[src/design/clk_switch_pkg.sv]
// constants, field layout and helper functions of the oscillator switch controller
// assumes a 16-bit register port with four word addresses
package clk_switch_pkg;

    localparam int unsigned DATA_W = 16;
    localparam int unsigned ADDR_W = 2;

    // register word addresses
    localparam logic [1:0] ADDR_OSC_HI = 2'h0;
    localparam logic [1:0] ADDR_OSC_LO = 2'h1;
    localparam logic [1:0] ADDR_ACLK   = 2'h2;
    localparam logic [1:0] ADDR_KEY    = 2'h3;

    // unlock key words, values arbitrary
    localparam logic [15:0] KEY_FIRST  = 16'h5A5A;
    localparam logic [15:0] KEY_SECOND = 16'hA5A5;

    // oscillator control word fields
    localparam int unsigned CUR_LSB    = 12;
    localparam int unsigned NEW_LSB    = 8;
    localparam int unsigned CLOCK_LOCK_BIT_B  = 7;
    localparam int unsigned PLLLOCK_B  = 5;
    localparam int unsigned CFAIL_B    = 3;
    localparam int unsigned SECEN_B    = 1;
    localparam int unsigned SWREQ_B    = 0;

    // auxiliary clock control fields
    localparam int unsigned AUX_SRC_B  = 13;
    localparam int unsigned AUX_TYPE_L = 11;
    localparam int unsigned AUX_DIV_L  = 8;
    localparam int unsigned AUX_REF_B  = 7;
    localparam logic [15:0] ACLK_RESET = 16'h0000;
    localparam logic [1:0]  AUX_OSC_OFF = 2'h0;

    // source encodings
    localparam logic [2:0] SRC_FRC     = 3'h0;
    localparam logic [2:0] SRC_FRC_PLL = 3'h1;
    localparam logic [2:0] SRC_PRI     = 3'h2;
    localparam logic [2:0] SRC_PRI_PLL = 3'h3;
    localparam logic [2:0] SRC_SEC     = 3'h4;
    localparam logic [2:0] SRC_LOW_POWER_RC_OSC    = 3'h5;
    localparam logic [2:0] SRC_FRC_16  = 3'h6;
    localparam logic [2:0] SRC_FRC_N   = 3'h7;
    localparam logic [1:0] SUBMODE_EXT = 2'h3;

    // oscillator enable bit positions
    localparam int unsigned OSC_FRC  = 0;
    localparam int unsigned OSC_PRI  = 1;
    localparam int unsigned OSC_SEC  = 2;
    localparam int unsigned OSC_LOW_POWER_RC_OSC = 3;

    // new-clock cycles counted before changeover
    localparam int unsigned SWITCH_WAIT_CYCLES = 10;

    typedef enum logic [1:0] {
        ST_IDLE  = 2'b00,
        ST_WAIT  = 2'b01,
        ST_COUNT = 2'b11,
        ST_DONE  = 2'b10
    } sw_state_t;

    // one-hot oscillator that a source code needs running
    function automatic logic [3:0] src_osc(input logic [2:0] s);
        logic [3:0] r;
        r = 4'h0;
        case (s)
            SRC_PRI, SRC_PRI_PLL: r[OSC_PRI]  = 1'b1;
            SRC_SEC:              r[OSC_SEC]  = 1'b1;
            SRC_LOW_POWER_RC_OSC:             r[OSC_LOW_POWER_RC_OSC] = 1'b1;
            default:              r[OSC_FRC]  = 1'b1;
        endcase
        return r;
    endfunction

    function automatic logic src_pll(input logic [2:0] s);
        return (s == SRC_FRC_PLL) || (s == SRC_PRI_PLL);
    endfunction

endpackage

[src/design/clk_switch_fail_safe.sv]
// oscillator selection, switch sequencer, fail-safe monitor and auxiliary divider setup
// assumes oscillator status lines arrive asynchronously and config bits are static
//
// How it works
// - aux divider source bit picks auxiliary oscillator when set, system PLL clock when clear
// - aux mode: 11 external, 10 XT, 01 HS, 00 disabled by default
// - aux output divide code 111..001 divides 1..64, 000 divides by 256
// - aux reference bit picks primary oscillator when set, auxiliary when clear
// - aux control register resets only on power-on reset
// - software may switch sources but primary submode is fixed after power-on
// - switching and fail-safe work only when switching config bit is 0
// - switching disabled: new field ignored, current field shows startup config
// - switching disabled: switch request bit has no effect, reads 0
// - request with equal current and new fields clears request and aborts
// - valid switch start clears PLL lock status and clock fail flag
// - enable new oscillator, wait crystal timer and PLL lock as needed
// - count 10 new-clock cycles after ready before changing over
// - changeover clears request bit and copies new field into current field
// - old source stops; LOW_POWER_RC_OSC kept for watchdog or monitor, secondary while enabled
// - processor keeps running during switching; block never stalls it
// - fail-safe enabled keeps low-power RC oscillator running outside reset
// - oscillator failure raises a trap pulse and falls back to fast RC
// - failure while on a PLL source falls back to fast RC with PLL
// - new field is writable only while clock lock bit is clear
// - clock lock bit set blocks switching, clear permits it
// - clock fail flag set by monitor, readable and clearable by software
// - source code: 000 FAST_RC_OSC, 001 FAST_RC_OSC PLL, 010 pri, 011 pri PLL, 100 sec, 101 LOW_POWER_RC_OSC
// - PLL lock bit shows PLL locked, zero when unlocked, starting or disabled
//
// The register addresses and the strobed register port are this design's own decisions.
`timescale 1ns/100ps

module clk_switch_fail_safe #(
    parameter int unsigned NEW_CLK_WAIT = clk_switch_pkg::SWITCH_WAIT_CYCLES
) (
    input  wire logic                               core_clk,
    input  wire logic                               srst,
    input  wire logic                               por_rst,
    input  wire logic [clk_switch_pkg::ADDR_W-1:0] addr,
    input  wire logic [clk_switch_pkg::DATA_W-1:0] wr_data,
    input  wire logic                               wr_en,
    input  wire logic                               rd_en,
    output logic      [clk_switch_pkg::DATA_W-1:0] rd_data,
    input  wire logic                               switching_config_bit,
    input  wire logic                               fail_safe_monitor_en,
    input  wire logic                               wdt_en,
    input  wire logic [2:0]                         startup_source_config,
    input  wire logic [1:0]                         primary_submode_config,
    input  wire logic                               crystal_startup_timer_done,
    input  wire logic                               pll_locked_in,
    input  wire logic                               osc_fail_in,
    input  wire logic                               new_clk_in,
    output logic      [2:0]                         sys_clk_sel,
    output logic                                    sys_pll_en,
    output logic      [3:0]                         osc_run_en,
    output logic                                    clock_fail_trap,
    output logic      [1:0]                         primary_submode,
    output logic                                    aux_divider_source_sel,
    output logic                                    aux_osc_enable,
    output logic      [1:0]                         aux_osc_type,
    output logic      [3:0]                         aux_div_log2,
    output logic                                    aux_reference_sel
);
    import clk_switch_pkg::*;

    initial begin
        if (NEW_CLK_WAIT < 1 || NEW_CLK_WAIT > 15) begin
            $error("NEW_CLK_WAIT must lie in 1..15");
        end
    end

    localparam logic [3:0] WAIT_LAST = 4'(NEW_CLK_WAIT - 1);

    // two-flop synchronisers: ost, pll lock, failure, new clock
    logic [3:0] sync_a_r;
    logic [3:0] sync_b_r;
    logic       new_clk_d_r;
    genvar gi;
    generate
        for (gi = 0; gi < 4; gi++) begin : g_sync
            always_ff @(posedge core_clk) begin
                sync_a_r[gi] <= (gi == 0) ? crystal_startup_timer_done :
                                (gi == 1) ? pll_locked_in :
                                (gi == 2) ? osc_fail_in : new_clk_in;
                sync_b_r[gi] <= sync_a_r[gi];
            end
        end
    endgenerate
    logic ost_s, pll_s, fail_s, new_edge;
    assign ost_s    = sync_b_r[0];
    assign pll_s    = sync_b_r[1];
    assign fail_s   = sync_b_r[2];
    assign new_edge = sync_b_r[3] & ~new_clk_d_r;

    // power-on state: control words, current source, flags
    logic [2:0]  new_source_field_r, new_source_field_nxt, cur_r, cur_nxt;
    logic        clock_lock_bit_r, clock_lock_bit_nxt, secen_r, secen_nxt;
    logic        switch_request_bit_r, switch_request_bit_nxt, cf_r, cf_nxt, lock_r, lock_nxt;
    logic [15:0] aclk_r, aclk_nxt;
    logic [1:0]  submode_r;
    // sequencer state
    sw_state_t   state_r, state_nxt;
    logic [3:0]  cnt_r, cnt_nxt;
    logic [1:0]  key_r, key_nxt;
    logic        trap_r, trap_nxt;
    logic [15:0] rd_r, rd_nxt;
    logic [3:0]  oscen_r, oscen_nxt;
    logic        pllen_r, pllen_nxt;
    logic [3:0]  div_r, div_nxt;

    logic sw_off, fail_safe_monitor_on, unlocked, wr_hi, wr_lo, fail_evt, start_evt, redundant;
    logic need_ost, need_pll, ready;
    logic [3:0] cur_osc, new_osc;
    logic aux_en_r, aux_en_nxt;

    // selects are taken from named copies, never from a call result
    assign cur_osc = src_osc(cur_r);
    assign new_osc = src_osc(new_source_field_r);

    assign sw_off   = switching_config_bit;
    assign fail_safe_monitor_on  = ~switching_config_bit & fail_safe_monitor_en;
    assign unlocked = (key_r == 2'h2);
    assign wr_hi    = wr_en && addr == ADDR_OSC_HI && unlocked;
    assign wr_lo    = wr_en && addr == ADDR_OSC_LO && unlocked;
    // a monitor already running on the fast RC has nothing to fall back to
    assign fail_evt = fail_safe_monitor_on && fail_s && !cur_osc[OSC_FRC];
    assign redundant = (new_source_field_r == cur_r);
    assign start_evt = state_r == ST_IDLE && switch_request_bit_r && !sw_off && !clock_lock_bit_r
                       && !redundant && !fail_evt;
    // crystal sources wait for the start-up timer, PLL sources for lock
    assign need_ost = new_osc[OSC_SEC]
                      || (new_osc[OSC_PRI] && submode_r != SUBMODE_EXT);
    assign need_pll = src_pll(new_source_field_r);
    assign ready    = (!need_ost || ost_s) && (!need_pll || pll_s);

    // register-side next values
    always_comb begin
        new_source_field_nxt    = new_source_field_r;
        clock_lock_bit_nxt = clock_lock_bit_r;
        secen_nxt   = secen_r;
        switch_request_bit_nxt   = switch_request_bit_r;
        cf_nxt      = cf_r;
        aclk_nxt    = aclk_r;
        cur_nxt     = cur_r;
        lock_nxt    = pll_s & pllen_r;
        if (wr_hi && !clock_lock_bit_r) begin
            new_source_field_nxt = wr_data[NEW_LSB +: 3];
        end
        if (wr_lo) begin
            clock_lock_bit_nxt = wr_data[CLOCK_LOCK_BIT_B];
            secen_nxt   = wr_data[SECEN_B];
            if (!wr_data[CFAIL_B]) begin
                cf_nxt = 1'b0;
            end
            if (wr_data[SWREQ_B] && !clock_lock_bit_r) begin
                switch_request_bit_nxt = 1'b1;
            end
        end
        if (wr_en && addr == ADDR_ACLK) begin
            aclk_nxt = {2'h0, wr_data[13:7], 7'h00};
        end
        if (state_r == ST_IDLE && switch_request_bit_r && redundant) begin
            switch_request_bit_nxt = 1'b0;
        end
        if (start_evt) begin
            cf_nxt   = 1'b0;
            lock_nxt = 1'b0;
        end
        if (state_r == ST_DONE) begin
            cur_nxt   = new_source_field_r;
            switch_request_bit_nxt = 1'b0;
        end
        // failure wins over both a software clear and a changeover
        if (fail_evt) begin
            cf_nxt    = 1'b1;
            switch_request_bit_nxt = 1'b0;
            cur_nxt   = src_pll(cur_r) ? SRC_FRC_PLL : SRC_FRC;
        end
        if (sw_off) begin
            switch_request_bit_nxt = 1'b0;
            cur_nxt   = startup_source_config;
        end
        aux_en_nxt = (aclk_nxt[AUX_TYPE_L +: 2] != AUX_OSC_OFF);
    end

    // power-on-only registers; a plain reset leaves them alone
    always_ff @(posedge core_clk) begin
        if (por_rst) begin
            new_source_field_r    <= SRC_FRC;
            cur_r     <= SRC_FRC;
            clock_lock_bit_r <= 1'b0;
            secen_r   <= 1'b0;
            switch_request_bit_r   <= 1'b0;
            cf_r      <= 1'b0;
            lock_r    <= 1'b0;
            aclk_r    <= ACLK_RESET;
            aux_en_r  <= 1'b0;
            submode_r <= primary_submode_config;
        end else begin
            new_source_field_r    <= new_source_field_nxt;
            cur_r     <= cur_nxt;
            clock_lock_bit_r <= clock_lock_bit_nxt;
            secen_r   <= secen_nxt;
            switch_request_bit_r   <= switch_request_bit_nxt;
            cf_r      <= cf_nxt;
            lock_r    <= lock_nxt;
            aclk_r    <= aclk_nxt;
            aux_en_r  <= aux_en_nxt;
            submode_r <= submode_r;
        end
    end

    // sequencer, unlock tracking, outputs and read data
    always_comb begin
        state_nxt = state_r;
        cnt_nxt   = cnt_r;
        trap_nxt  = fail_evt;
        // any write other than the expected key word drops the unlock
        key_nxt   = wr_en ? 2'h0 : key_r;
        if (wr_en && addr == ADDR_KEY) begin
            if (wr_data == KEY_FIRST) begin
                key_nxt = 2'h1;
            end else if (wr_data == KEY_SECOND && key_r == 2'h1) begin
                key_nxt = 2'h2;
            end
        end
        case (state_r)
            ST_IDLE: begin
                if (start_evt) begin
                    state_nxt = ST_WAIT;
                end
            end
            ST_WAIT: begin
                cnt_nxt = 4'h0;
                if (ready) begin
                    state_nxt = ST_COUNT;
                end
            end
            ST_COUNT: begin
                if (new_edge) begin
                    cnt_nxt = cnt_r + 4'h1;
                    if (cnt_r == WAIT_LAST) begin
                        state_nxt = ST_DONE;
                    end
                end
            end
            ST_DONE: begin
                state_nxt = ST_IDLE;
            end
            default: begin
                state_nxt = ST_IDLE;
            end
        endcase
        if (fail_evt || sw_off) begin
            state_nxt = ST_IDLE;
        end
        // old source drops once current moves; keep-alives stay on
        oscen_nxt = src_osc(cur_r);
        pllen_nxt = src_pll(cur_r);
        if (state_r != ST_IDLE) begin
            oscen_nxt = oscen_nxt | src_osc(new_source_field_r);
            pllen_nxt = pllen_nxt | src_pll(new_source_field_r);
        end
        if (wdt_en || fail_safe_monitor_on) begin
            oscen_nxt[OSC_LOW_POWER_RC_OSC] = 1'b1;
        end
        if (secen_r) begin
            oscen_nxt[OSC_SEC] = 1'b1;
        end
        case (aclk_r[AUX_DIV_L +: 3])
            3'h7:    div_nxt = 4'h0;
            3'h6:    div_nxt = 4'h1;
            3'h5:    div_nxt = 4'h2;
            3'h4:    div_nxt = 4'h3;
            3'h3:    div_nxt = 4'h4;
            3'h2:    div_nxt = 4'h5;
            3'h1:    div_nxt = 4'h6;
            default: div_nxt = 4'h8;
        endcase
        rd_nxt = 16'h0000;
        if (rd_en) begin
            case (addr)
                ADDR_OSC_HI, ADDR_OSC_LO: begin
                    rd_nxt[CUR_LSB +: 3] = cur_r;
                    rd_nxt[NEW_LSB +: 3] = new_source_field_r;
                    rd_nxt[CLOCK_LOCK_BIT_B]    = clock_lock_bit_r;
                    rd_nxt[PLLLOCK_B]    = lock_r;
                    rd_nxt[CFAIL_B]      = cf_r;
                    rd_nxt[SECEN_B]      = secen_r;
                    rd_nxt[SWREQ_B]      = switch_request_bit_r & ~sw_off;
                end
                ADDR_ACLK: rd_nxt = aclk_r;
                default:   rd_nxt = 16'h0000;
            endcase
        end
    end

    // the processor is never held; all answers come in one cycle
    always_ff @(posedge core_clk) begin
        new_clk_d_r <= sync_b_r[3];
        if (srst || por_rst) begin
            state_r <= ST_IDLE;
            cnt_r   <= 4'h0;
            key_r   <= 2'h0;
            trap_r  <= 1'b0;
            rd_r    <= 16'h0000;
            oscen_r <= 4'h1;
            pllen_r <= 1'b0;
            div_r   <= 4'h8;
        end else begin
            state_r <= state_nxt;
            cnt_r   <= cnt_nxt;
            key_r   <= key_nxt;
            trap_r  <= trap_nxt;
            rd_r    <= rd_nxt;
            oscen_r <= oscen_nxt;
            pllen_r <= pllen_nxt;
            div_r   <= div_nxt;
        end
    end

    assign rd_data                = rd_r;
    assign sys_clk_sel            = cur_r;
    assign sys_pll_en             = pllen_r;
    assign osc_run_en             = oscen_r;
    assign clock_fail_trap        = trap_r;
    assign primary_submode        = submode_r;
    assign aux_divider_source_sel = aclk_r[AUX_SRC_B];
    assign aux_osc_type           = aclk_r[AUX_TYPE_L +: 2];
    assign aux_osc_enable         = aux_en_r;
    assign aux_div_log2           = div_r;
    assign aux_reference_sel      = aclk_r[AUX_REF_B];
endmodule

[config.mk]
export PLATFORM = sky130hd
export DESIGN_NAME = clk_switch_fail_safe
export DESIGN_NICKNAME = d
export VERILOG_FILES = /design/src/design/clk_switch_pkg.sv /design/src/design/clk_switch_fail_safe.sv
export SDC_FILE = /design/constraint.sdc
export NUM_CORES = 1
export LEC_CHECK = 0
export BUFFER_PORTS_ARGS = -buffer_cell sky130_fd_sc_hd__buf_4
export CORE_AREA = 2 2 72 74
export CTS_CLUSTER_SIZE = 16
export DETAILED_ROUTE_END_ITERATION = 6
export DIE_AREA = 0 0 74 76
export GPL_TIMING_DRIVEN = 1
export HOLD_SLACK_MARGIN = 0.03
export MAX_ROUTING_LAYER = met4
export PLACE_DENSITY = 0.77
export SLEW_MARGIN = 20
export SYNTH_ARGS = -nofsm -noshare
export SYNTH_HDL_FRONTEND = slang
export SYNTH_SLANG_ARGS = --single-unit
[constraint.sdc]
create_clock -name core_clk -period 3.4 [get_ports core_clk]
set_input_delay 0.34 -clock core_clk [delete_from_list [all_inputs] [get_ports core_clk]]
set_output_delay 0.34 -clock core_clk [all_outputs]
set_load 0.005 [all_outputs]
Yosys cells after proc, flatten, opt, wreduce, memory -nomap -nowiden
Index checks and enable logic that the tools add are counted.

Add/sub/neg operators: 1. Eq/ne operators: 35. Multiplexer cells: 39. Bitwise logic cells: 11. Reductions and logical operators: 55.

Operators by type and width (number): 4-bit case mux with 7 select lines (1); 3-bit == test (second input constant) (8); 1-bit 2-to-1 mux (20); 1-bit logical AND (19); 3-bit by 2-bit == test with 1-bit output (second input constant) (6); 16-bit by 15-bit == test with 1-bit output (second input constant) (1); 16-bit == test (second input constant) (1); 2-bit 2-to-1 mux (8); 4-bit case mux with 2 select lines (2); 13-bit 2-to-1 mux (1); 2-bit OR reduction (6); 2-bit == test (second input constant) (5); 2-bit != test (second input constant) (5); 3-bit by 1-bit == test with 1-bit output (second input constant) (3); 3-bit 2-to-1 mux (3); 1-bit logical OR (8); 4-bit 2-to-1 mux (2); 2-bit case mux with 4 select lines (1); 4-bit OR reduction (2); 2-bit by 1-bit == test with 1-bit output (second input constant) (3); 1-bit zero test (6); 3-bit case mux with 2 select lines (1); 2-bit AND reduction (3); 2-bit nonzero test (3); other kinds (13) (23).

Register bits after elaboration: 60. Input port bits: 35. Output and inout port bits: 36. Word-level logic and storage cells: 171.

Longest topological paths before layout
Gate-level depths: netlist (run 1).

Word-level depth: 10. Mapped depth: 6. Gate-level depth less buffers: 5.

Least setup slack after synthesis (run 1)
No wires, ideal clock.

Kind: register to register. Start point: register cur_r[1], in the netlist sys_clk_sel[1]. End point: register switch_request_bit_r. Data arrival time: 1.404 ns. Data required time: 3.321 ns. Path slack: 1.917 ns. Cell stages (with the launch flop): 6. Buffers on the path: 1. Period minus slack after synthesis: 1.483 ns. Cell sequence: dfxtp_1 > buf_6 > xor2_2 > and3_4 > or4_4 > a211oi_2.

Cells in the longest elaborated chain, start to end: 4. Elaborated cells between the ends (all ways): 9.

RTL lines: from (decl) (line clk_switch_fail_safe.sv:96) `logic [2:0] new_source_field_r, new_source_field_nxt, cur_r, cur_nxt;`; from (signal assigned) (line clk_switch_fail_safe.sv:201) `cur_r <= cur_nxt;`; 3-bit by 2-bit == test with 1-bit output / 3-bit == test (equally long branches) (line clk_switch_pkg.sv:66) `case (s)`; 4-bit OR reduction (no source line); 1-bit logical AND (line clk_switch_fail_safe.sv:126) `assign fail_evt = fail_safe_monitor_on && fail_s && !cur_osc[OSC_FRC];`; 5-bit OR reduction (no source line) *; to (signal assigned) (line clk_switch_fail_safe.sv:204) `switch_request_bit_r <= switch_request_bit_nxt;`; to (decl) (line clk_switch_fail_safe.sv:98) `logic switch_request_bit_r, switch_request_bit_nxt, cf_r, cf_nxt, lock_r, lock_nxt;`.

Every way passes the cells marked *; elsewhere a longest branch is shown, timed or not. A chain may end at the register's enable or synchronous reset.

Worst setup path in the final report (run 1)
Start point: register cur_r[2], in the netlist sys_clk_sel[2]. End point: register cur_r[0], in the netlist sys_clk_sel[0].

Cells in the longest elaborated chain, start to end: 5. Elaborated cells between the ends (all ways): 12.

RTL lines: 3-bit by 2-bit == test with 1-bit output, or another cell as far along (line clk_switch_pkg.sv:66, clk_switch_pkg.sv:76); 4-bit OR reduction (no source line) / 1-bit logical OR (equally long branches); 1-bit logical AND / 1-bit 2-to-1 mux (equally long branches) (line clk_switch_fail_safe.sv:126, clk_switch_fail_safe.sv:177); 3-bit 2-to-1 mux (line clk_switch_fail_safe.sv:174) `if (fail_evt) begin`; 3-bit 2-to-1 mux (line clk_switch_fail_safe.sv:179) `if (sw_off) begin`.

Several ways; a longest one is shown, not always the timed one.

==> results.sh, run 1 <==
export IMPL_status="finished, final reports clean"
export IMPL_viasPerCell=5.26
export IMPL_p_leak_nw=1.30
export IMPL_num_nets_final=344
export IMPL_swShare_pct=22.1
export IMPL_slew_headroom_pct=45.5
export IMPL_dp_hpwl_mm=3.97
export IMPL_row_count=26
export IMPL_crit_arrival_ns=1.90
export IMPL_synth_edff_count=2
export IMPL_synthDistinctLibCells=53
export IMPL_die_area_mm2=0.00562
export IMPL_track_usage_pct=21.3
export IMPL_worstPathMaxFanout=9
export IMPL_grt_max_degree=23
export IMPL_yosys_area_share_simple_pct=23.1
export IMPL_yosysMostFrequentCell="dfxtp_1"
export IMPL_instances_no_fill=381
export IMPL_cts_buffers=9
export IMPL_postSynthCellCount=243
export IMPL_yosys_area_top_type="dfxtp_1"
export IMPL_overflow=0
export IMPL_place_gp_congestion=0.818
export IMPL_synth_avg_cell_area_um2=9.77
export IMPL_grt_pass1_vias=1861
export IMPL_p_clk_share_pct=43.0
export IMPL_wirelength_mm=5.54
export IMPL_drv_slew=0
export IMPL_synth_top_area_share_pct=48.9
export IMPL_finalHoldViolations=0
export IMPL_tritoncts="yes"
export IMPL_setup_worst_path_class="flop to flop"
export IMPL_cellPowerDensity_mw_per_mm2=484
export IMPL_required_ns=3.64
export IMPL_cts_buffer_depth=2
export IMPL_worst_pin_slew_ns=0.815
export IMPL_r2r_end="sys_clk_sel[0]"
export IMPL_ff2ff_path_depth=4
export IMPL_synth_common_cells="dfxtp_1, nor2_1, a21oi_1, nand2_1, nand3_1"
export IMPL_worstSetupEndpointType="flop"
export IMPL_p_comb_share_pct=7.3
export IMPL_postCtsHoldBufs=0
export IMPL_setup_violations=0
export IMPL_insertion_delay_ns=0.34
export IMPL_syn_cell_area_mm2=0.00237
export IMPL_hold_ws_ns=0.106
export IMPL_synth_top_family_by_area="simple AND/OR/NAND/NOR gates"
export IMPL_synth_seq_area_share_pct=51.4
export IMPL_clock_sinks=60
export IMPL_synth_top_flop_cell="dfxtp_1"
export IMPL_htree_levels=3
export IMPL_initial_core_util_pct=48.3
export IMPL_place_area_mm2=0.00287
export IMPL_hold_start="new_clk_in"
export IMPL_dp_cells=365
export IMPL_ir_worst_vdd_mv=0.359
export IMPL_final_antenna_net_count=0
export IMPL_chipWidth_um=74
export IMPL_skew_ns=0.0107
export IMPL_p_int_w=0.00116
export IMPL_drc=0
export IMPL_drt_iter0_markers=127
export IMPL_synth_xor_area_share_pct=1.79
export IMPL_period_share_pct=49.0
export IMPL_holdPathEnd="sync_a_r[3]"
export IMPL_syn_to_final_growth_pct=29.5
export IMPL_cp_start_kind="flop"
export IMPL_drive_gt1_share_pct=29.3
export IMPL_min_period_ns=1.66
export IMPL_post_cts_setup_buffer_count=0
export IMPL_min_path_cells=1
export IMPL_synthTopCellsByArea="dfxtp_1, nor2_1, mux2i_1, a21oi_1, nand3_1"
export IMPL_power_frac_seq_pct=49.7
export IMPL_antenna_found_initial=0
export IMPL_fmaxAchievable_mhz=601
export IMPL_crit_path_start="sys_clk_sel[2]"
export IMPL_synth_mux_area_share_pct=4.32
export IMPL_path_clk_slew_ns=0.06
export IMPL_synth_fa_ha_area_share_pct=1.58
export IMPL_ios=71
export IMPL_routedWlPerCell_um=14.5
export IMPL_cts_root_buf="clkbuf_8"
export IMPL_grt_setup_unrepaired="no"
export IMPL_grt_pass1_wl_mm=8.77
export IMPL_hp_class="input port to flop"
export IMPL_regToRegStartpoint="sys_clk_sel[2]"
export IMPL_die_h_um=76
export IMPL_rrSetupSlack_ns=1.74
export IMPL_drv_cap=0
export IMPL_ys_seq_elements=60
export IMPL_final_area_mm2=0.00307
export IMPL_async_reset_ff_share_pct=0
export IMPL_via_count=2005
export IMPL_diodes=0
export IMPL_cts_resized=0
export IMPL_portBuffers=66
export IMPL_synth_compound_area_share_pct=12.1
export IMPL_dr_pass1_iters=4
export IMPL_core_mm2=0.00491
export IMPL_p_sw_w=0.000329
export IMPL_total_power_w=0.00149
export IMPL_finalSetupTns_ns=0
export IMPL_synth_warning_count=0
## flip-flops by register name, summed over array words and instances, names as in the netlist, 3 cells and up
name and count:
aclk_r 7, sys_clk_sel 3, osc_run_en 4, rd_data 12
cnt_r 4, aux_div_log2 4, sync_a_r 4, new_source_field_r 3
## critical path: stages, from the launching register on
cell	delay, ns
dfxtp_1	0.57
xor2_2	0.15
and3_4	0.22
or4_4	0.49
o32ai_1	0.13
## power by group through the flow
stage          registers, W  logic [W]  clock network [W]
6_report           0.000740   0.000108           0.000640
3_3_place_gp       0.000755   0.000106                  0
3_5_place_dp       0.000755   0.000107                  0
4_1_cts            0.000740   0.000108           0.000651
2_1_floorplan      0.000749  0.0000540                  0
5_1_grt            0.000742   0.000118           0.000686
## layout make-up
class / count / area (um2)
fill: 412 / 1840
sequential: 60 / 1220
multi-input combinational: 161 / 1030
timing repair buffer: 67 / 503
clock buffer: 12 / 155
tap: 70 / 87.6
clock inverter: 4 / 47.5
inverter: 7 / 26.3
## layout by cell type (no fill, tap or decap), drive strengths merged, types with 3 or more instances in the layout
master | Yosys | final
a21oi | 15 | 15
conb | 1 | 4
nand3 | 12 | 12
nor2 | 24 | 24
inv | 7 | 7
and2 | 5 | 5
a22o | 6 | 6
mux2i | 8 | 8
and3 | 3 | 3
nand3b | 3 | 3
nand2 | 15 | 15
xnor2 | 3 | 3
clkbuf | 8 | 12
nor3 | 7 | 7
nand2b | 3 | 3
nor4bb | 4 | 4
dfxtp | 58 | 58
a31oi | 4 | 4
ha | 3 | 3
buf | 10 | 67
nor2b | 3 | 3
nand4 | 3 | 3
## cell families (layout without fill, tap and decap cells)
kind of cell    Yosys count  after routing
simple gates             98             98
compound gates           42             42
mux                      10             10
buf+inv                  25             90
other cells               1              4
xor+xnor                  4              4
fa+ha+maj                 3              3
flops                    60             60
## routing by layer
layer / routed length [um] / up-vias / global-route usage, %
met5: 0 / - / -
met4: 48 / 0 / 8.00
met3: 380 / 4 / 7.54
met2: 2580 / 93 / 30.0
met1: 2530 / 926 / 28.0
li1: - / 982 / -
## how the worst max path moves through the flow
stage                                 endpoint  slack [ns]  depth (start not counted)
final                           sys_clk_sel[0]        1.74                          4
after floorplan           switch_request_bit_r        1.92                          5
after detailed placement              key_r[1]        1.69                          5
after global routing            sys_clk_sel[0]        1.63                          4
after global placement    switch_request_bit_r        1.77                          4
after CTS                       sys_clk_sel[0]        1.75                          4
## stage by stage
| stage | util [%] | setup slack [ns] |
|---|---|---|
| 6_report | 62.6 | 1.74 |
| 5_1_grt | 62.6 | 1.63 |
| 4_1_cts | 62.6 | 1.75 |
| 3_5_place_dp | 58.5 | 1.69 |
| 3_3_place_gp | 58.5 | 1.77 |
| 2_1_floorplan | - | 1.92 |
Note: power is estimated with default switching activity, not from simulation.
==> run 2: changes to the inputs <==
==> constraint.sdc (replaced) <==
create_clock -name core_clk -period 1.6 [get_ports core_clk]
set_input_delay 0.16 -clock core_clk [delete_from_list [all_inputs] [get_ports core_clk]]
set_output_delay 0.16 -clock core_clk [all_outputs]
set_load 0.005 [all_outputs]
==> run 2 against run 1 <==
Against the previous run: power is 130% higher; core utilization rose by 3.0 points; wire length increased by 2.0%; combinational power is 140% higher; sequential power grew 110%; largest cell class unchanged.
==> results.sh, run 2 (synthesis gave the netlist of run 1 again) <==
export IMPL_status="finished, final reports clean"
export IMPL_path_delay_family="flip-flops"
export IMPL_grt_pass1_wl_mm=8.98
export IMPL_drc=0
export IMPL_diodes=0
export IMPL_tritoncts="yes"
export IMPL_initial_core_util_pct=48.3
export IMPL_wirelength_mm=5.65
export IMPL_place_gp_congestion=0.850
export IMPL_drt_iter0_markers=214
export IMPL_track_usage_pct=21.8
export IMPL_via_count=2019
export IMPL_final_antenna_net_count=0
export IMPL_cts_buffer_depth=2
export IMPL_grt_setup_unrepaired="no"
export IMPL_final_cell_mix="buf_4, dfxtp_1, nor2_1"
export IMPL_drv_slew=0
export IMPL_chipWidth_um=74
export IMPL_dp_hpwl_mm=4.12
export IMPL_cts_buffers=9
export IMPL_hp_class="input port to flop"
export IMPL_largest_reg_flops=12
export IMPL_drv_cap=0
export IMPL_syn_to_final_growth_pct=35.7
export IMPL_final_core_util_pct=65.6
export IMPL_die_area_mm2=0.00562
export IMPL_htree_levels=3
export IMPL_slew_headroom_pct=53.3
export IMPL_grt_max_degree=15
export IMPL_path_clk_slew_ns=0.06
export IMPL_regToRegStartpoint="state_r[1]"
export IMPL_fmaxAchievable_mhz=682
export IMPL_dr_pass1_iters=4
export IMPL_drive_gt1_share_pct=30.2
export IMPL_r2r_end="sys_clk_sel[1]"
export IMPL_worstSetupEndpointType="flop"
export IMPL_setup_violations=0
export IMPL_clock_sinks=60
export IMPL_period_share_pct=91.6
export IMPL_crit_arrival_ns=1.69
export IMPL_die_h_um=76
export IMPL_crit_slowest_cell="dfxtp_1"
export IMPL_grt_pass1_vias=1908
export IMPL_overflow=0
export IMPL_cts_root_buf="clkbuf_8"
export IMPL_setup_worst_path_class="flop to flop"
export IMPL_cts_resized=0
export IMPL_final_common_cell="buf_4"
export IMPL_postCtsHoldBufs=6
export IMPL_rrSetupSlack_ns=0.13
export IMPL_row_count=26
export IMPL_required_ns=1.83
export IMPL_ff2ff_path_depth=4
export IMPL_ios=71
export IMPL_ir_worst_vdd_mv=0.810
export IMPL_num_nets_final=357
export IMPL_skew_ns=0.00555
export IMPL_crit_path_start="state_r[1]"
export IMPL_p_leak_nw=1.38
export IMPL_cellPowerDensity_mw_per_mm2=1060
export IMPL_cp_start_kind="flop"
export IMPL_min_path_cells=3
export IMPL_cp_depth=4
export IMPL_post_cts_setup_buffer_count=0
export IMPL_worstPathMaxFanout=11
export IMPL_viasPerCell=5.12
export IMPL_antenna_found_initial=0
export IMPL_min_period_ns=1.47
export IMPL_worst_pin_slew_ns=0.698
export IMPL_cp_cell_sequence="nor2b_1, mux2_2, nand3_1, a21oi_1"
export IMPL_portBuffers=66
export IMPL_finalHoldViolations=0
export IMPL_crit_buf_inv=0
export IMPL_core_mm2=0.00491
export IMPL_routedWlPerCell_um=14.3
export IMPL_cp_endpoint="sys_clk_sel[1]"
export IMPL_finalSetupTns_ns=0
export IMPL_insertion_delay_ns=0.34
export IMPL_cpPeakStageDelay_ns=0.52
-- run 2: worst min-delay path, stage by stage --
cell and delay (ns):
buf_4 0.09, nor2_1 0.05, o31ai_1 0.06
-- run 2: where the power goes --
| part | internal [W] | total [W] | switching, W |
|---|---|---|---|
| combinational | 0.000142 | 0.000260 | 0.000118 |
| sequential | 0.00154 | 0.00156 | 0.0000246 |
| clock | 0.00101 | 0.00159 | 0.000576 |
-- run 2: how the worst min path moves through the flow --
stage | start | endpoint | slack [ns]
after floorplan | crystal_startup_timer_done | sync_a_r[0] | 0.19
after global placement | new_clk_in | sync_a_r[3] | 0.26
after detailed placement | osc_fail_in | sync_a_r[2] | 0.27
after CTS | srst | aux_div_log2[3] | 0.04
after global routing | srst | aux_div_log2[3] | 0.05
final | srst | aux_div_log2[3] | 0.06
-- run 2: layout make-up --
class	instances	area, um2
inverter	7	26.3
multi-input combinational	161	1030
sequential	60	1220
clock inverter	4	70.1
clock buffer	12	166
timing repair buffer	80	616
tap	70	87.6
fill	419	1690
-- run 2: through the flow --
step                std cells  worst slack [ns]  instance area, um2  power, W  hold slack [ns]
floorplan                 246             0.117                2380   0.00171            0.188
global placement          372             0.173                2920   0.00184            0.265
detailed placement        372             0.116                2920   0.00184            0.266
CTS                       394             0.151                3220   0.00344           0.0418
global route              394            0.0348                3220   0.00352           0.0549
finish                    394             0.135                3220   0.00341           0.0594
-- run 2: per-layer routing --
layer | up-vias | part of all wire (%) | global-route usage [%]
li1 | 1007 | - | -
met1 | 915 | 45 | 29.6
met5 | - | 0 | -
met4 | 0 | 0.96 | 10.4
met2 | 93 | 46 | 31.1
met3 | 4 | 7.5 | 4.37
==> run 3: changes to the inputs <==
--- a/config.mk
+++ b/config.mk
@@ -5,6 +5,7 @@
 export SDC_FILE = /design/constraint.sdc
 export NUM_CORES = 1
 export LEC_CHECK = 0
+export ABC_AREA = 1
 export BUFFER_PORTS_ARGS = -buffer_cell sky130_fd_sc_hd__buf_4
 export CORE_AREA = 2 2 72 74
 export CTS_CLUSTER_SIZE = 16
@@ -13,7 +14,8 @@
 export GPL_TIMING_DRIVEN = 1
 export HOLD_SLACK_MARGIN = 0.03
 export MAX_ROUTING_LAYER = met4
-export PLACE_DENSITY = 0.77
+export PLACE_DENSITY = 0.76
+export RECOVER_POWER = 100
 export SLEW_MARGIN = 20
 export SYNTH_ARGS = -nofsm -noshare
 export SYNTH_HDL_FRONTEND = slang
==> run 3 against run 2 <==
Against the previous run: largest power group is now sequential cells; final cell count up 15%; via count up 10%; wire length up 3.0%; maximum frequency up 1.6%; core utilization down 1.3 points; clock skew up 0.0034 ns; non-clock buffer count down 5; critical path depth up 3; worst setup slack better by 0.023 ns; global-route usage up 0.99 points.
==> results.sh, run 3 <==
export IMPL_synth_fa_ha_area_share_pct=1.59
export IMPL_setup_violations=0
export IMPL_worstSetupEndpointType="flop"
export IMPL_status="finished, final reports clean"
export IMPL_largest_reg_flops=12
export IMPL_crit_buf_inv=1
export IMPL_ir_worst_vdd_mv=0.712
export IMPL_instances_no_fill=453
export IMPL_finalHoldViolations=0
export IMPL_synth_compound_area_share_pct=12.9
export IMPL_p_leak_nw=1.39
export IMPL_required_ns=1.83
export IMPL_place_area_mm2=0.00292
export IMPL_synth_seq_area_share_pct=51.6
export IMPL_post_cts_setup_buffer_count=0
export IMPL_drv_cap=0
export IMPL_core_mm2=0.00491
export IMPL_clock_sinks=60
export IMPL_yosys_area_top_type="dfxtp_1"
export IMPL_row_count=26
export IMPL_final_common_cell="dfxtp_1"
export IMPL_path_delay_family="flip-flops"
export IMPL_synthTopCellsByArea="dfxtp_1, inv_1, nor2_1, nand2_1, o21ai_0"
export IMPL_drt_iter0_markers=131
export IMPL_dr_pass1_iters=4
export IMPL_num_nets_final=416
export IMPL_min_path_cells=3
export IMPL_overflow=0
export IMPL_yosysMostFrequentCell="dfxtp_1"
export IMPL_viasPerCell=4.91
export IMPL_final_antenna_net_count=0
export IMPL_async_reset_ff_share_pct=0
export IMPL_final_cell_mix="dfxtp_1, inv_1, nor2_1, nand2_1, clkbuf_4"
export IMPL_yosys_area_share_simple_pct=22.5
export IMPL_dp_hpwl_mm=4.25
export IMPL_hp_class="input port to flop"
export IMPL_slew_headroom_pct=60.8
export IMPL_nFillCells=436
export IMPL_crit_slowest_cell="dfxtp_1"
export IMPL_initial_core_util_pct=48.2
export IMPL_cpPeakStageDelay_ns=0.42
export IMPL_place_gp_congestion=1.00
export IMPL_antenna_found_initial=0
export IMPL_regToRegStartpoint="sys_clk_sel[1]"
export IMPL_die_area_mm2=0.00562
export IMPL_total_power_w=0.00332
export IMPL_synth_top_flop_cell="dfxtp_1"
export IMPL_postCtsHoldBufs=6
export IMPL_min_period_ns=1.44
export IMPL_grt_max_degree=16
export IMPL_track_usage_pct=22.8
export IMPL_cellPowerDensity_mw_per_mm2=1050
export IMPL_cp_start_kind="flop"
export IMPL_grt_pass1_vias=2022
export IMPL_postSynthCellCount=299
export IMPL_synth_warning_count=0
export IMPL_final_area_mm2=0.00316
export IMPL_r2r_end="sys_clk_sel[0]"
export IMPL_synth_mux_area_share_pct=0
export IMPL_fmaxAchievable_mhz=693
export IMPL_skew_ns=0.00896
export IMPL_wirelength_mm=5.82
export IMPL_chipWidth_um=74
export IMPL_cts_root_buf="clkbuf_8"
export IMPL_grt_setup_unrepaired="no"
export IMPL_synth_common_cells="dfxtp_1, inv_1, nor2_1, nand2_1, o21ai_0"
export IMPL_rrSetupSlack_ns=0.16
export IMPL_die_h_um=76
export IMPL_holdPathEnd="osc_run_en[3]"
export IMPL_htree_levels=3
export IMPL_finalSetupTns_ns=0
export IMPL_ys_seq_elements=60
export IMPL_synth_xor_area_share_pct=1.11
export IMPL_synth_top_family_by_area="simple AND/OR/NAND/NOR gates"
export IMPL_drc=0
export IMPL_insertion_delay_ns=0.34
export IMPL_synth_avg_cell_area_um2=7.91
export IMPL_synth_top_area_share_pct=49.1
export IMPL_drv_slew=0
export IMPL_syn_to_final_growth_pct=33.4
export IMPL_period_share_pct=90.1
export IMPL_portBuffers=66
export IMPL_setup_slack_ns=0.158
export IMPL_cts_buffer_depth=2
export IMPL_routedWlPerCell_um=12.8
export IMPL_worstPathMaxFanout=8
export IMPL_synth_edff_count=2
export IMPL_ios=71
export IMPL_cp_cell_sequence="inv_1, nand2_1, nand2_1, nand2_4, o211ai_2, o21ai_0, a21oi_1"
export IMPL_hold_start="wdt_en"
export IMPL_setup_worst_path_class="flop to flop"
export IMPL_syn_cell_area_mm2=0.00237
export IMPL_ff2ff_path_depth=7
export IMPL_path_clk_slew_ns=0.07
export IMPL_synthDistinctLibCells=30
export IMPL_place_ws_ns=0.232
export IMPL_cts_buffers=9
export IMPL_via_count=2222
export IMPL_crit_top_cell="nand2_1"
export IMPL_worst_pin_slew_ns=0.588
export IMPL_diodes=0
export IMPL_tritoncts="yes"
export IMPL_drive_gt1_share_pct=22.2
export IMPL_crit_arrival_ns=1.67
export IMPL_cts_resized=0
export IMPL_grt_pass1_wl_mm=9.34
export IMPL_dp_cells=431
==> run 3: layout make-up <==
type | instances | area [um2] | share of cell area, %
Timing Repair Buffer | 75 | 556 | 17.6
Inverter | 47 | 176 | 5.59
Clock inverter | 5 | 75.1 | 2.38
Clock buffer | 11 | 141 | 4.48
Tap cell | 70 | 87.6 | 2.78
Sequential cell | 60 | 1220 | 38.7
Multi-Input combinational cell | 185 | 898 | 28.5
==> run 3: worst register-to-register path: stages, from the launching register on <==
cell	delay, ns
dfxtp_1	0.42
inv_1	0.12
nand2_1	0.13
nand2_1	0.12
nand2_4	0.13
o211ai_2	0.14
o21ai_0	0.21
a21oi_1	0.07
==> run 3: kinds of logic after synthesis <==
logic type                 after synthesis
AOI/OAI and AO/OA                       56
xor gates and xnor gates                 3
adders and majority gates                3
buffers and inverters                   57
DFF                                     60
other                                    1
and+or+nand+nor                        119
==> run 3: power by group <==
part           internal (W)  total, W  switching, W
Clock              0.000911   0.00148      0.000574
Sequential          0.00154   0.00157     0.0000233
Combinational      0.000127  0.000267      0.000140
Total               0.00258   0.00332      0.000737
==> run 3: metrics by stage <==
step	util [%]	hold slack, ns
global placement	59.4	0.265
detailed placement	59.4	0.266
global route	64.2	0.109
floorplan	-	0.188
finish	64.2	0.0862
CTS	65.1	0.0460
==> run 3: worst max path at each step <==
stage | start | end | slack, ns | cells past startpoint
6_report | sys_clk_sel[1] | sys_clk_sel[0] | 0.16 | 7
4_1_cts | sys_clk_sel[1] | sys_clk_sel[0] | 0.20 | 7
5_1_grt | sys_clk_sel[1] | state_r[0] | 0.04 | 11
2_1_floorplan | new_source_field_r[2] | state_r[0] | 0.40 | 10
3_3_place_gp | sys_clk_sel[1] | sys_clk_sel[2] | 0.25 | 7
3_5_place_dp | sys_clk_sel[1] | sys_clk_sel[1] | 0.23 | 7
==> run 3: layer usage <==
layer	GRT usage (%)	wire length [um]	vias up
li1	-	-	1116
met1	29.2	2460	1004
met2	33.2	2790	93
met3	7.28	463	9
met4	9.45	96	0
met5	-	0	-
